## src/rtl/cacp_pkg.sv

```systemverilog
// Shared constants and types for the counter array capture/compare/PWM slice.
package cacp_pkg;

    localparam int NUM_BLOCKS = 2;
    localparam int MODS_PER_BLOCK = 3;
    localparam int NUM_MODS = 6;
    localparam int PRESCALE_W = 15;

    // Special function register addresses, indexed by block or by module, except the single shared status register.
    localparam logic [1:0][7:0] ADDR_CNT_LOW = {8'hBA, 8'hA2};
    localparam logic [1:0][7:0] ADDR_CNT_HIGH = {8'hBB, 8'hA3};
    localparam logic [1:0][7:0] ADDR_CONTROL = {8'hBC, 8'hA4};
    localparam logic [1:0][7:0] ADDR_PERIOD = {8'hC7, 8'hB4};
    localparam logic [1:0][7:0] ADDR_PRESCALE = {8'hFC, 8'hFB};
    localparam logic [7:0] ADDR_STATUS = 8'hA5;
    localparam logic [5:0][7:0] ADDR_MODE = {8'hBF, 8'hBE, 8'hBD, 8'hAB, 8'hAA, 8'hA9};
    localparam logic [5:0][7:0] ADDR_CMP_LOW = {8'hC5, 8'hC3, 8'hC1, 8'hB2, 8'hAF, 8'hAC};
    localparam logic [5:0][7:0] ADDR_CMP_HIGH = {8'hC6, 8'hC4, 8'hC2, 8'hB3, 8'hB1, 8'hAD};

    // Prescaler register fields.
    localparam int PS_CE_BIT = 4;
    localparam int PS_EXP_LSB = 0;
    localparam int PS_EXP_W = 4;
    localparam logic [7:0] PS_RESET = 8'h10;
    localparam logic [7:0] PS_MASK = 8'h1F;

    // Block control register fields.
    localparam int CTRL_RUN_BIT = 6;
    localparam int CTRL_SEL_LSB = 0;
    localparam logic [7:0] CTRL_RESET = 8'h00;
    localparam logic [7:0] CTRL_MASK = 8'h43;
    localparam logic [1:0] CLK_PRESCALE = 2'h0;
    localparam logic [1:0] CLK_TIMER0 = 2'h1;
    localparam logic [1:0] CLK_EXTERNAL = 2'h2;

    // Module mode register fields.
    localparam int MODE_INT_EN = 7;
    localparam int MODE_COMP_EN = 6;
    localparam int MODE_CAP_RISE = 5;
    localparam int MODE_CAP_FALL = 4;
    localparam int MODE_MATCH = 3;
    localparam int MODE_TOGGLE = 2;
    localparam int MODE_PWM_LSB = 0;
    localparam logic [7:0] MODE_RESET = 8'h00;
    localparam logic [1:0] PWM_OFF = 2'h0;
    localparam logic [1:0] PWM_FIXED = 2'h1;
    localparam logic [1:0] PWM_PROG = 2'h2;

    localparam logic [7:0] LOW_BYTE_MAX = 8'hFF;

    typedef struct packed {
        logic [7:0] mode;
        logic [7:0] cmpLow;
        logic [7:0] cmpHigh;
        logic capPrev;
        logic pinOut;
    } cacp_mod_type;

    typedef struct packed {
        logic [7:0] prescale;
        logic [7:0] control;
        logic [15:0] count;
        logic [7:0] period;
        logic [7:0] periodAct;
        logic extPrev;
    } cacp_blk_type;

    typedef struct packed {
        cacp_mod_type [5:0] mods;
        cacp_blk_type [1:0] blks;
        logic [5:0] status;
        logic [5:0] irq;
        logic [7:0] rdData;
    } cacp_state_type;

    typedef struct packed {
        logic [7:0] addr;
        logic [7:0] wrData;
        logic wr;
        logic rd;
    } cacp_sfr_type;

endpackage

```

## src/rtl/cacp_prescaler.sv

```systemverilog
// Power-of-two clock prescaler producing a one-cycle tick.
`timescale 1ns/1ps
module cacp_prescaler #(
    parameter int CNT_W = cacp_pkg::PRESCALE_W
) (
    input wire logic core_clk,
    input wire logic rst_b,
    input wire logic enable,
    input wire logic [3:0] exponent,
    output logic tick
);

    typedef struct packed {
        logic [CNT_W-1:0] cnt;
    } cacp_ps_state_type;

    cacp_ps_state_type s_ff;
    cacp_ps_state_type nxt_s;

    // All ones in the low bits selected by the exponent.
    function automatic logic [CNT_W-1:0] low_mask(input logic [3:0] e);
        logic [CNT_W:0] one;
        one = (CNT_W+1)'(1);
        return CNT_W'((one << e) - one);
    endfunction

    assign tick = enable & (&(s_ff.cnt | ~low_mask(exponent)));

    always_comb
    begin
        nxt_s = s_ff;
        if (enable)
        begin
            nxt_s.cnt = s_ff.cnt + CNT_W'(1);
        end
    end

    always_ff @(posedge core_clk)
    begin
        if (!rst_b)
        begin
            s_ff <= '0;
        end
        else
        begin
            s_ff <= nxt_s;
        end
    end

endmodule

```

## src/rtl/cacp_top.sv

```systemverilog
// Two counter blocks with three capture/compare/PWM modules each, behind an SFR port.
`timescale 1ns/1ps
// How it works
// - Prescaler bit 4 gates clock, reset on.
// - Prescaled rate is oscillator over two^exponent.
// - Block one has own enable and exponent.
// - Modules 0-2 block 0, 3-5 block 1.
// - Each module: capture, timer, toggle or PWM.
// - Capture copies counter into compare pair.
// - Capture edge: rising, falling or both.
// - Capture raises request only when enabled.
// - Timer compares pair with counter, flags match.
// - Toggle mode inverts pin on match.
// - Fixed PWM period is low-byte overflow unless a block module is prog PWM.
// - PWM high when low byte reaches compare.
// - Fixed PWM overflow reloads low from high.
// - Fixed PWM chosen per module, own pin; period mode set per block.
// - Period match clears counter, reloads values.
// - One period register shared per block.
// - Programmable PWM duty from module high byte.
// - Counter source: prescaler, timer0 or pin.
module cacp_top (
    input wire logic core_clk,
    input wire logic rst_b,
    input wire cacp_pkg::cacp_sfr_type sfrReq,
    output logic [7:0] sfrRdData,
    input wire logic [5:0] captureIn,
    input wire logic timer0Overflow,
    input wire logic [1:0] extClkIn,
    output logic [5:0] moduleOut,
    output logic [5:0] irqReq
);

    cacp_pkg::cacp_state_type s_ff;
    cacp_pkg::cacp_state_type nxt_s;
    logic [1:0] prescaleTick;

    // Block index of a module.
    function automatic int blk_of(input int m);
        return m / cacp_pkg::MODS_PER_BLOCK;
    endfunction

    // True when the mode selects either 8-bit PWM flavour.
    function automatic logic is_pwm(input logic [7:0] mode);
        return mode[cacp_pkg::MODE_PWM_LSB +: 2] != cacp_pkg::PWM_OFF;
    endfunction

    genvar gb;
    generate
        for (gb = 0; gb < cacp_pkg::NUM_BLOCKS; gb++)
        begin : g_ps
            cacp_prescaler #(
                .CNT_W(cacp_pkg::PRESCALE_W)
            ) u_ps (
                .core_clk(core_clk),
                .rst_b(rst_b),
                .enable(s_ff.blks[gb].prescale[cacp_pkg::PS_CE_BIT]),
                .exponent(s_ff.blks[gb].prescale[cacp_pkg::PS_EXP_LSB +: cacp_pkg::PS_EXP_W]),
                .tick(prescaleTick[gb])
            );
        end
    endgenerate

    assign sfrRdData = s_ff.rdData;
    assign moduleOut = {s_ff.mods[5].pinOut, s_ff.mods[4].pinOut, s_ff.mods[3].pinOut,
                        s_ff.mods[2].pinOut, s_ff.mods[1].pinOut, s_ff.mods[0].pinOut};
    assign irqReq = s_ff.irq;

    always_comb
    begin
        logic [1:0] advance;
        logic [1:0] progMode;
        logic [1:0] pulseStart;
        logic [1:0] srcTick;
        logic [1:0][15:0] cntNext;
        logic [5:0] eventSet;
        logic [5:0] statusClr;
        logic [7:0] rd;
        logic [7:0] md;
        logic [15:0] cmpVal;
        logic edgeRise;
        logic edgeFall;
        logic matchHit;
        int b;
        advance = '0;
        progMode = '0;
        pulseStart = '0;
        srcTick = '0;
        cntNext = '0;
        eventSet = '0;
        statusClr = '0;
        rd = 8'h00;
        md = 8'h00;
        cmpVal = 16'h0000;
        edgeRise = 1'b0;
        edgeFall = 1'b0;
        matchHit = 1'b0;
        b = 0;
        nxt_s = s_ff;

        // Counter clocking and period handling per block.
        for (int i = 0; i < cacp_pkg::NUM_BLOCKS; i++)
        begin
            nxt_s.blks[i].extPrev = extClkIn[i];
            unique case (s_ff.blks[i].control[cacp_pkg::CTRL_SEL_LSB +: 2])
                cacp_pkg::CLK_PRESCALE: srcTick[i] = prescaleTick[i];
                cacp_pkg::CLK_TIMER0: srcTick[i] = timer0Overflow;
                cacp_pkg::CLK_EXTERNAL: srcTick[i] = extClkIn[i] & ~s_ff.blks[i].extPrev;
                default: srcTick[i] = 1'b0;
            endcase
            advance[i] = s_ff.blks[i].control[cacp_pkg::CTRL_RUN_BIT] & srcTick[i];
            for (int m = 0; m < cacp_pkg::NUM_MODS; m++)
            begin
                if (blk_of(m) == i &&
                    s_ff.mods[m].mode[cacp_pkg::MODE_PWM_LSB +: 2] == cacp_pkg::PWM_PROG)
                begin
                    progMode[i] = 1'b1;
                end
            end
            cntNext[i] = s_ff.blks[i].count + 16'h0001;
            if (progMode[i])
            begin
                if (advance[i] && s_ff.blks[i].count[7:0] == s_ff.blks[i].periodAct)
                begin
                    pulseStart[i] = 1'b1;
                    cntNext[i] = 16'h0000;
                    nxt_s.blks[i].periodAct = s_ff.blks[i].period;
                end
            end
            else
            begin
                pulseStart[i] = advance[i] &&
                    s_ff.blks[i].count[7:0] == cacp_pkg::LOW_BYTE_MAX;
                nxt_s.blks[i].periodAct = s_ff.blks[i].period;
            end
            if (advance[i])
            begin
                nxt_s.blks[i].count = cntNext[i];
            end
        end

        // Module behaviour.
        for (int m = 0; m < cacp_pkg::NUM_MODS; m++)
        begin
            b = blk_of(m);
            md = s_ff.mods[m].mode;
            cmpVal = {s_ff.mods[m].cmpHigh, s_ff.mods[m].cmpLow};
            nxt_s.mods[m].capPrev = captureIn[m];
            edgeRise = captureIn[m] & ~s_ff.mods[m].capPrev;
            edgeFall = ~captureIn[m] & s_ff.mods[m].capPrev;
            matchHit = advance[b] && md[cacp_pkg::MODE_COMP_EN] && cntNext[b] == cmpVal;
            if (is_pwm(md))
            begin
                if (pulseStart[b])
                begin
                    nxt_s.mods[m].cmpLow = s_ff.mods[m].cmpHigh;
                    nxt_s.mods[m].pinOut = 1'b0;
                end
                else
                begin
                    // Compare the count shown after this edge, so the pin rises with the counter.
                    nxt_s.mods[m].pinOut = (advance[b] ? cntNext[b][7:0] :
                        s_ff.blks[b].count[7:0]) >= s_ff.mods[m].cmpLow;
                end
            end
            else if ((edgeRise && md[cacp_pkg::MODE_CAP_RISE]) ||
                     (edgeFall && md[cacp_pkg::MODE_CAP_FALL]))
            begin
                nxt_s.mods[m].cmpLow = s_ff.blks[b].count[7:0];
                nxt_s.mods[m].cmpHigh = s_ff.blks[b].count[15:8];
                eventSet[m] = 1'b1;
            end
            else if (matchHit && md[cacp_pkg::MODE_TOGGLE])
            begin
                nxt_s.mods[m].pinOut = ~s_ff.mods[m].pinOut;
                eventSet[m] = 1'b1;
            end
            else if (matchHit && md[cacp_pkg::MODE_MATCH])
            begin
                eventSet[m] = 1'b1;
            end
        end

        // Register writes; a write wins over the loads above, except a compare write in a cycle where its module sets an event.
        if (sfrReq.wr)
        begin
            if (sfrReq.addr == cacp_pkg::ADDR_STATUS)
            begin
                statusClr = sfrReq.wrData[5:0];
            end
            for (int i = 0; i < cacp_pkg::NUM_BLOCKS; i++)
            begin
                if (sfrReq.addr == cacp_pkg::ADDR_PRESCALE[i])
                begin
                    nxt_s.blks[i].prescale = sfrReq.wrData & cacp_pkg::PS_MASK;
                end
                if (sfrReq.addr == cacp_pkg::ADDR_CONTROL[i])
                begin
                    nxt_s.blks[i].control = sfrReq.wrData & cacp_pkg::CTRL_MASK;
                end
                if (sfrReq.addr == cacp_pkg::ADDR_PERIOD[i])
                begin
                    nxt_s.blks[i].period = sfrReq.wrData;
                end
                if (sfrReq.addr == cacp_pkg::ADDR_CNT_LOW[i])
                begin
                    nxt_s.blks[i].count[7:0] = sfrReq.wrData;
                end
                if (sfrReq.addr == cacp_pkg::ADDR_CNT_HIGH[i])
                begin
                    nxt_s.blks[i].count[15:8] = sfrReq.wrData;
                end
            end
            for (int m = 0; m < cacp_pkg::NUM_MODS; m++)
            begin
                if (sfrReq.addr == cacp_pkg::ADDR_MODE[m])
                begin
                    nxt_s.mods[m].mode = sfrReq.wrData;
                end
                if (sfrReq.addr == cacp_pkg::ADDR_CMP_LOW[m] && !eventSet[m])
                begin
                    nxt_s.mods[m].cmpLow = sfrReq.wrData;
                    nxt_s.mods[m].mode[cacp_pkg::MODE_COMP_EN] = 1'b0;
                end
                if (sfrReq.addr == cacp_pkg::ADDR_CMP_HIGH[m] && !eventSet[m])
                begin
                    nxt_s.mods[m].cmpHigh = sfrReq.wrData;
                    nxt_s.mods[m].mode[cacp_pkg::MODE_COMP_EN] = 1'b1;
                end
            end
        end

        // Status flags: a new event wins over a clear in the same cycle.
        nxt_s.status = (s_ff.status & ~statusClr) | eventSet;
        for (int m = 0; m < cacp_pkg::NUM_MODS; m++)
        begin
            nxt_s.irq[m] = nxt_s.status[m] & nxt_s.mods[m].mode[cacp_pkg::MODE_INT_EN];
        end

        // Read data, registered one cycle after the read strobe.
        if (sfrReq.rd)
        begin
            if (sfrReq.addr == cacp_pkg::ADDR_STATUS)
            begin
                rd = {2'h0, s_ff.status};
            end
            for (int i = 0; i < cacp_pkg::NUM_BLOCKS; i++)
            begin
                if (sfrReq.addr == cacp_pkg::ADDR_PRESCALE[i])
                begin
                    rd = s_ff.blks[i].prescale;
                end
                if (sfrReq.addr == cacp_pkg::ADDR_CONTROL[i])
                begin
                    rd = s_ff.blks[i].control;
                end
                if (sfrReq.addr == cacp_pkg::ADDR_PERIOD[i])
                begin
                    rd = s_ff.blks[i].period;
                end
                if (sfrReq.addr == cacp_pkg::ADDR_CNT_LOW[i])
                begin
                    rd = s_ff.blks[i].count[7:0];
                end
                if (sfrReq.addr == cacp_pkg::ADDR_CNT_HIGH[i])
                begin
                    rd = s_ff.blks[i].count[15:8];
                end
            end
            for (int m = 0; m < cacp_pkg::NUM_MODS; m++)
            begin
                if (sfrReq.addr == cacp_pkg::ADDR_MODE[m])
                begin
                    rd = s_ff.mods[m].mode;
                end
                if (sfrReq.addr == cacp_pkg::ADDR_CMP_LOW[m])
                begin
                    rd = s_ff.mods[m].cmpLow;
                end
                if (sfrReq.addr == cacp_pkg::ADDR_CMP_HIGH[m])
                begin
                    rd = s_ff.mods[m].cmpHigh;
                end
            end
            nxt_s.rdData = rd;
        end
    end

    always_ff @(posedge core_clk)
    begin
        if (!rst_b)
        begin
            s_ff <= '0;
            for (int i = 0; i < cacp_pkg::NUM_BLOCKS; i++)
            begin
                s_ff.blks[i].prescale <= cacp_pkg::PS_RESET;
                s_ff.blks[i].control <= cacp_pkg::CTRL_RESET;
            end
            for (int m = 0; m < cacp_pkg::NUM_MODS; m++)
            begin
                s_ff.mods[m].mode <= cacp_pkg::MODE_RESET;
            end
        end
        else
        begin
            s_ff <= nxt_s;
        end
    end

endmodule

```

## config.mk

```make
export PLATFORM = sky130hd
export DESIGN_NAME = cacp_top
export DESIGN_NICKNAME = d
export VERILOG_FILES = /design/src/rtl/cacp_pkg.sv /design/src/rtl/cacp_prescaler.sv /design/src/rtl/cacp_top.sv
export SDC_FILE = /design/constraint.sdc
export NUM_CORES = 1
export LEC_CHECK = 0
export BUFFER_PORTS_ARGS = -buffer_cell sky130_fd_sc_hd__buf_2
export CAP_MARGIN = 0
export CORE_MARGIN = 5
export CORE_UTILIZATION = 30
export DETAILED_ROUTE_END_ITERATION = 7
export PLACE_DENSITY = 0.55
export SYNTH_ARGS = -nofsm -noshare
export SYNTH_HDL_FRONTEND = slang
export SYNTH_SLANG_ARGS = --single-unit
```

## constraint.sdc

```tcl
create_clock -name core_clk -period 5.9 [get_ports core_clk]
set_input_delay 0.885 -clock core_clk [delete_from_list [all_inputs] [get_ports core_clk]]
set_output_delay 0.885 -clock core_clk [all_outputs]
set_load 0.05 [all_outputs]
```

==> results.py <==
metrics = {
    "outcome": {
        "status": "complete, no violations",
    },
    "place": {
        "post-dp-hpwl_mm": 68.64,
        "place_area_um2": 20810,
        "place_ws_ns": 0.8888,
        "place.port_buffers": 48,
        "gp_congestion": 1.004,
        "placed_cells": 3367,
    },
    "cts": {
        "cts_resized": 0,
        "ctsRootBufferMaster": "clkbuf_16",
        "cts_buffer_depth": 3,
        "htreeDepth": 2,
        "postCtsSetupBuffers": 0,
        "cts_inserted_buffers": 35,
        "clock_latency_ns": 0.58,
        "holdBufCountCts": 0,
        "cts_tree": "done",
        "clk_pin_slew_ns": 0.06,
        "clock_sinks": 288,
    },
    "timing": {
        "setup_viol": 0,
        "rsz0062_at_grt": "no",
        "whs_ns": 0.4787,
        "setup_slack_ns": 0.8080,
        "period_needed_ns": 5.092,
        "clock_skew_ns": 0.04547,
        "fmax_ghz": 0.1964,
        "tightest_slew_ns": 1.368,
        "hold_violations": 0,
        "tns_ns": 0,
        "slew_violations": 0,
        "max-slew-margin-rel": 0.07630,
        "fin_crit_sh": 0.8630,
    },
    "floorplan": {
        "ios": 49,
        "coreArea_um2": 65980,
        "die_h_um": 268.3,
        "die-area_um2": 71970,
        "num_rows": 94,
        "start_util": 0.3033,
        "die_w_um": 268.3,
    },
    "route": {
        "drt-initial-drc-count": 3070,
        "firstDrtPassIters": 6,
        "wl_mm": 94.66,
        "antenna_left": 0,
        "drcViolationCount": 0,
        "via_per_inst": 6.274,
        "avgRoutedWirePerCell_um": 27.62,
        "vias": 21500,
    },
    "synthesis": {
        "syn_area_um2": 20010,
        "synth_edf_count": 0,
        "ys.flop_type": "dfxtp_1",
        "synth.net_count": 2691,
        "async_reset_ff_frac": 0,
        "yosysSeqAreaShare": 0.2881,
        "yosys_warnings": 0,
        "synth_area_per_cell_um2": 7.674,
        "synthCells": 2608,
        "yosys.cell_types.count": 103,
        "ys_ff_latch": 288,
    },
    "worst_setup_path": {
        "worstPathArrival_ns": 5.55,
        "cp_max_fo": 29,
        "timing.rr.start": "s_ff[64]$_SDFFE_PN0P_",
        "path_class": "reg2reg",
        "critPathLaunch": "s_ff[64]$_SDFFE_PN0P_",
        "startpoint_type": "flop",
        "endpoint_kind": "flop",
        "worstPathRequired_ns": 6.35,
    },
    "finish": {
        "final_common_cell": "nand2_1",
        "fin_area_um2": 21930,
        "layout-drive-gt1-share": 0.1004,
        "fin_util": 0.3324,
        "syn2layout_area_growth_pct": 9.603,
        "mostFrequentLayoutCells": "nand2_1 (301), dfxtp_1 (288), nor2_1 (234)",
        "final_cells": 3427,
        "layout.nets": 2623,
    },
    "global_routing": {
        "met1_usage": 0.3487,
        "grt_use_met2": 0.3777,
        "grt_first_pass_wirelength_mm": 138.2,
        "grt.met3_usage": 0.06528,
        "grt_pass1_vias": 20300,
        "antenna_found_initial": 7,
        "grt_max_degree": 114,
        "grt_most_used_layer": "met2",
        "gr-usage-all-layers": 0.2529,
        "grt.overflow.total": 0,
    },
    "power_and_ir_drop": {
        "design_power_total_mw": 4.450,
        "p_switching_mw": 1.137,
        "ir_drop_mv": 0.1305,
        "pwr-share-clk": 0.501,
        "swShare": 0.2555,
        "powerDensity_nw_per_um2": 202.9,
        "seqPwrFrac": 0.443,
        "internal_power_mw": 3.313,
        "leakagePower_nw": 7.859,
        "pwr-share-comb": 0.056,
    },
    "flow_run": {
        "max_cap_violations": 0,
    },
    "worst_hold_path": {
        "hold_path.class": "reg2reg",
        "worstHoldStart": "s_ff[81]$_SDFFE_PN0P_",
    },
}
==> area by class of cell <==
type	count	area, um2
Multi-Input combinational cell	2033	12990
Tap cell	864	1081
Clock inverter	10	138.9
Fill cell	6926	44050
Clock buffer	47	980.9
Inverter	78	297.8
Antenna cell	3	7.507
Timing Repair Buffer	104	678.2
Sequential cell	288	5766
==> cells in the mapped netlist (all sizes together), types with 32 or more instances <==
cell	n	area (um2)
nor3	59	305.3
xnor2	62	561.8
o22ai	33	206.5
nand3	151	760.7
dfxtp	288	5766
clkbuf	126	473.0
nor4	32	259.0
nand4	39	284.0
inv	78	292.8
a31oi	34	212.7
a211oi	32	245.2
buf	83	510.5
nor2	235	884.6
mux2i	98	980.9
o21ai	169	849.6
nand2b	40	250.2
ha	54	675.7
a21oi	164	828.3
nand2	301	1130
xor2	50	437.9
o211ai	44	330.3
==> power by group through the flow <==
stage          sequential, mW  combinational, mW  clock, mW
2_1_floorplan            2.01              0.150          0
3_3_place_gp             2.01              0.237          0
6_report                 1.97              0.248       2.23
5_1_grt                  1.97              0.259       2.33
4_1_cts                  1.97              0.241       2.25
3_5_place_dp             2.01              0.240          0
==> cell families after synthesis <==
family / count (synthesis) / share of synthesized area
AND/OR/NAND/NOR: 992 / 0.2431
AO/OA/AOI/OAI: 746 / 0.2543
flip-flops: 288 / 0.2881
buffers and inverters: 287 / 0.06377
multiplexers: 128 / 0.06590
XOR/XNOR: 113 / 0.05108
adder cells (fa/ha/maj): 54 / 0.03376
==> state kept, by name, indices dropped and copies added (netlist names) <==
signal,count
s_ff,238
irqReq,6
g_ps.u_ps.s_ff,30
sfrRdData,8
moduleOut,6
==> path summary, 6_finish.rpt <==
| kind | endpoint | slack (ns) | cells after the start |
|---|---|---|---|
| max | moduleOut[2]$_SDFFE_PN0P_ | 0.81 | 21 |
| min | s_ff[81]$_SDFFE_PN0P_ | 0.48 | 2 |
| max reg2reg | moduleOut[2]$_SDFFE_PN0P_ | 0.81 | 21 |
| min reg2reg | s_ff[81]$_SDFFE_PN0P_ | 0.48 | 2 |
==> critical path: stages (launching register included) <==
cell and delay [ns]:
dfxtp_1 0.62, nor2_1 0.13, nand3_1 0.11, ha_1 0.31
or3_1 0.15, a211oi_1 0.07, a211oi_1 0.52, nand3_1 0.20
a2bb2oi_2 0.18, buf_4 0.30, o31ai_1 0.54, ha_1 0.34
a21o_1 0.16, a21o_1 0.17, a21o_1 0.17, a21oi_1 0.18
nor2b_1 0.07, o21ai_0 0.16, nand2b_1 0.08, a21oi_1 0.23
nor3_1 0.07, o21a_1 0.22
==> layer usage <==
| layer | vias up | routed length, um |
|---|---|---|
| li1 | 9475 | - |
| met1 | 10440 | 40110 |
| met2 | 1313 | 39760 |
| met3 | 269 | 10210 |
| met4 | 6 | 4534 |
| met5 | - | 33 |
(Power assumes the default switching activity.)
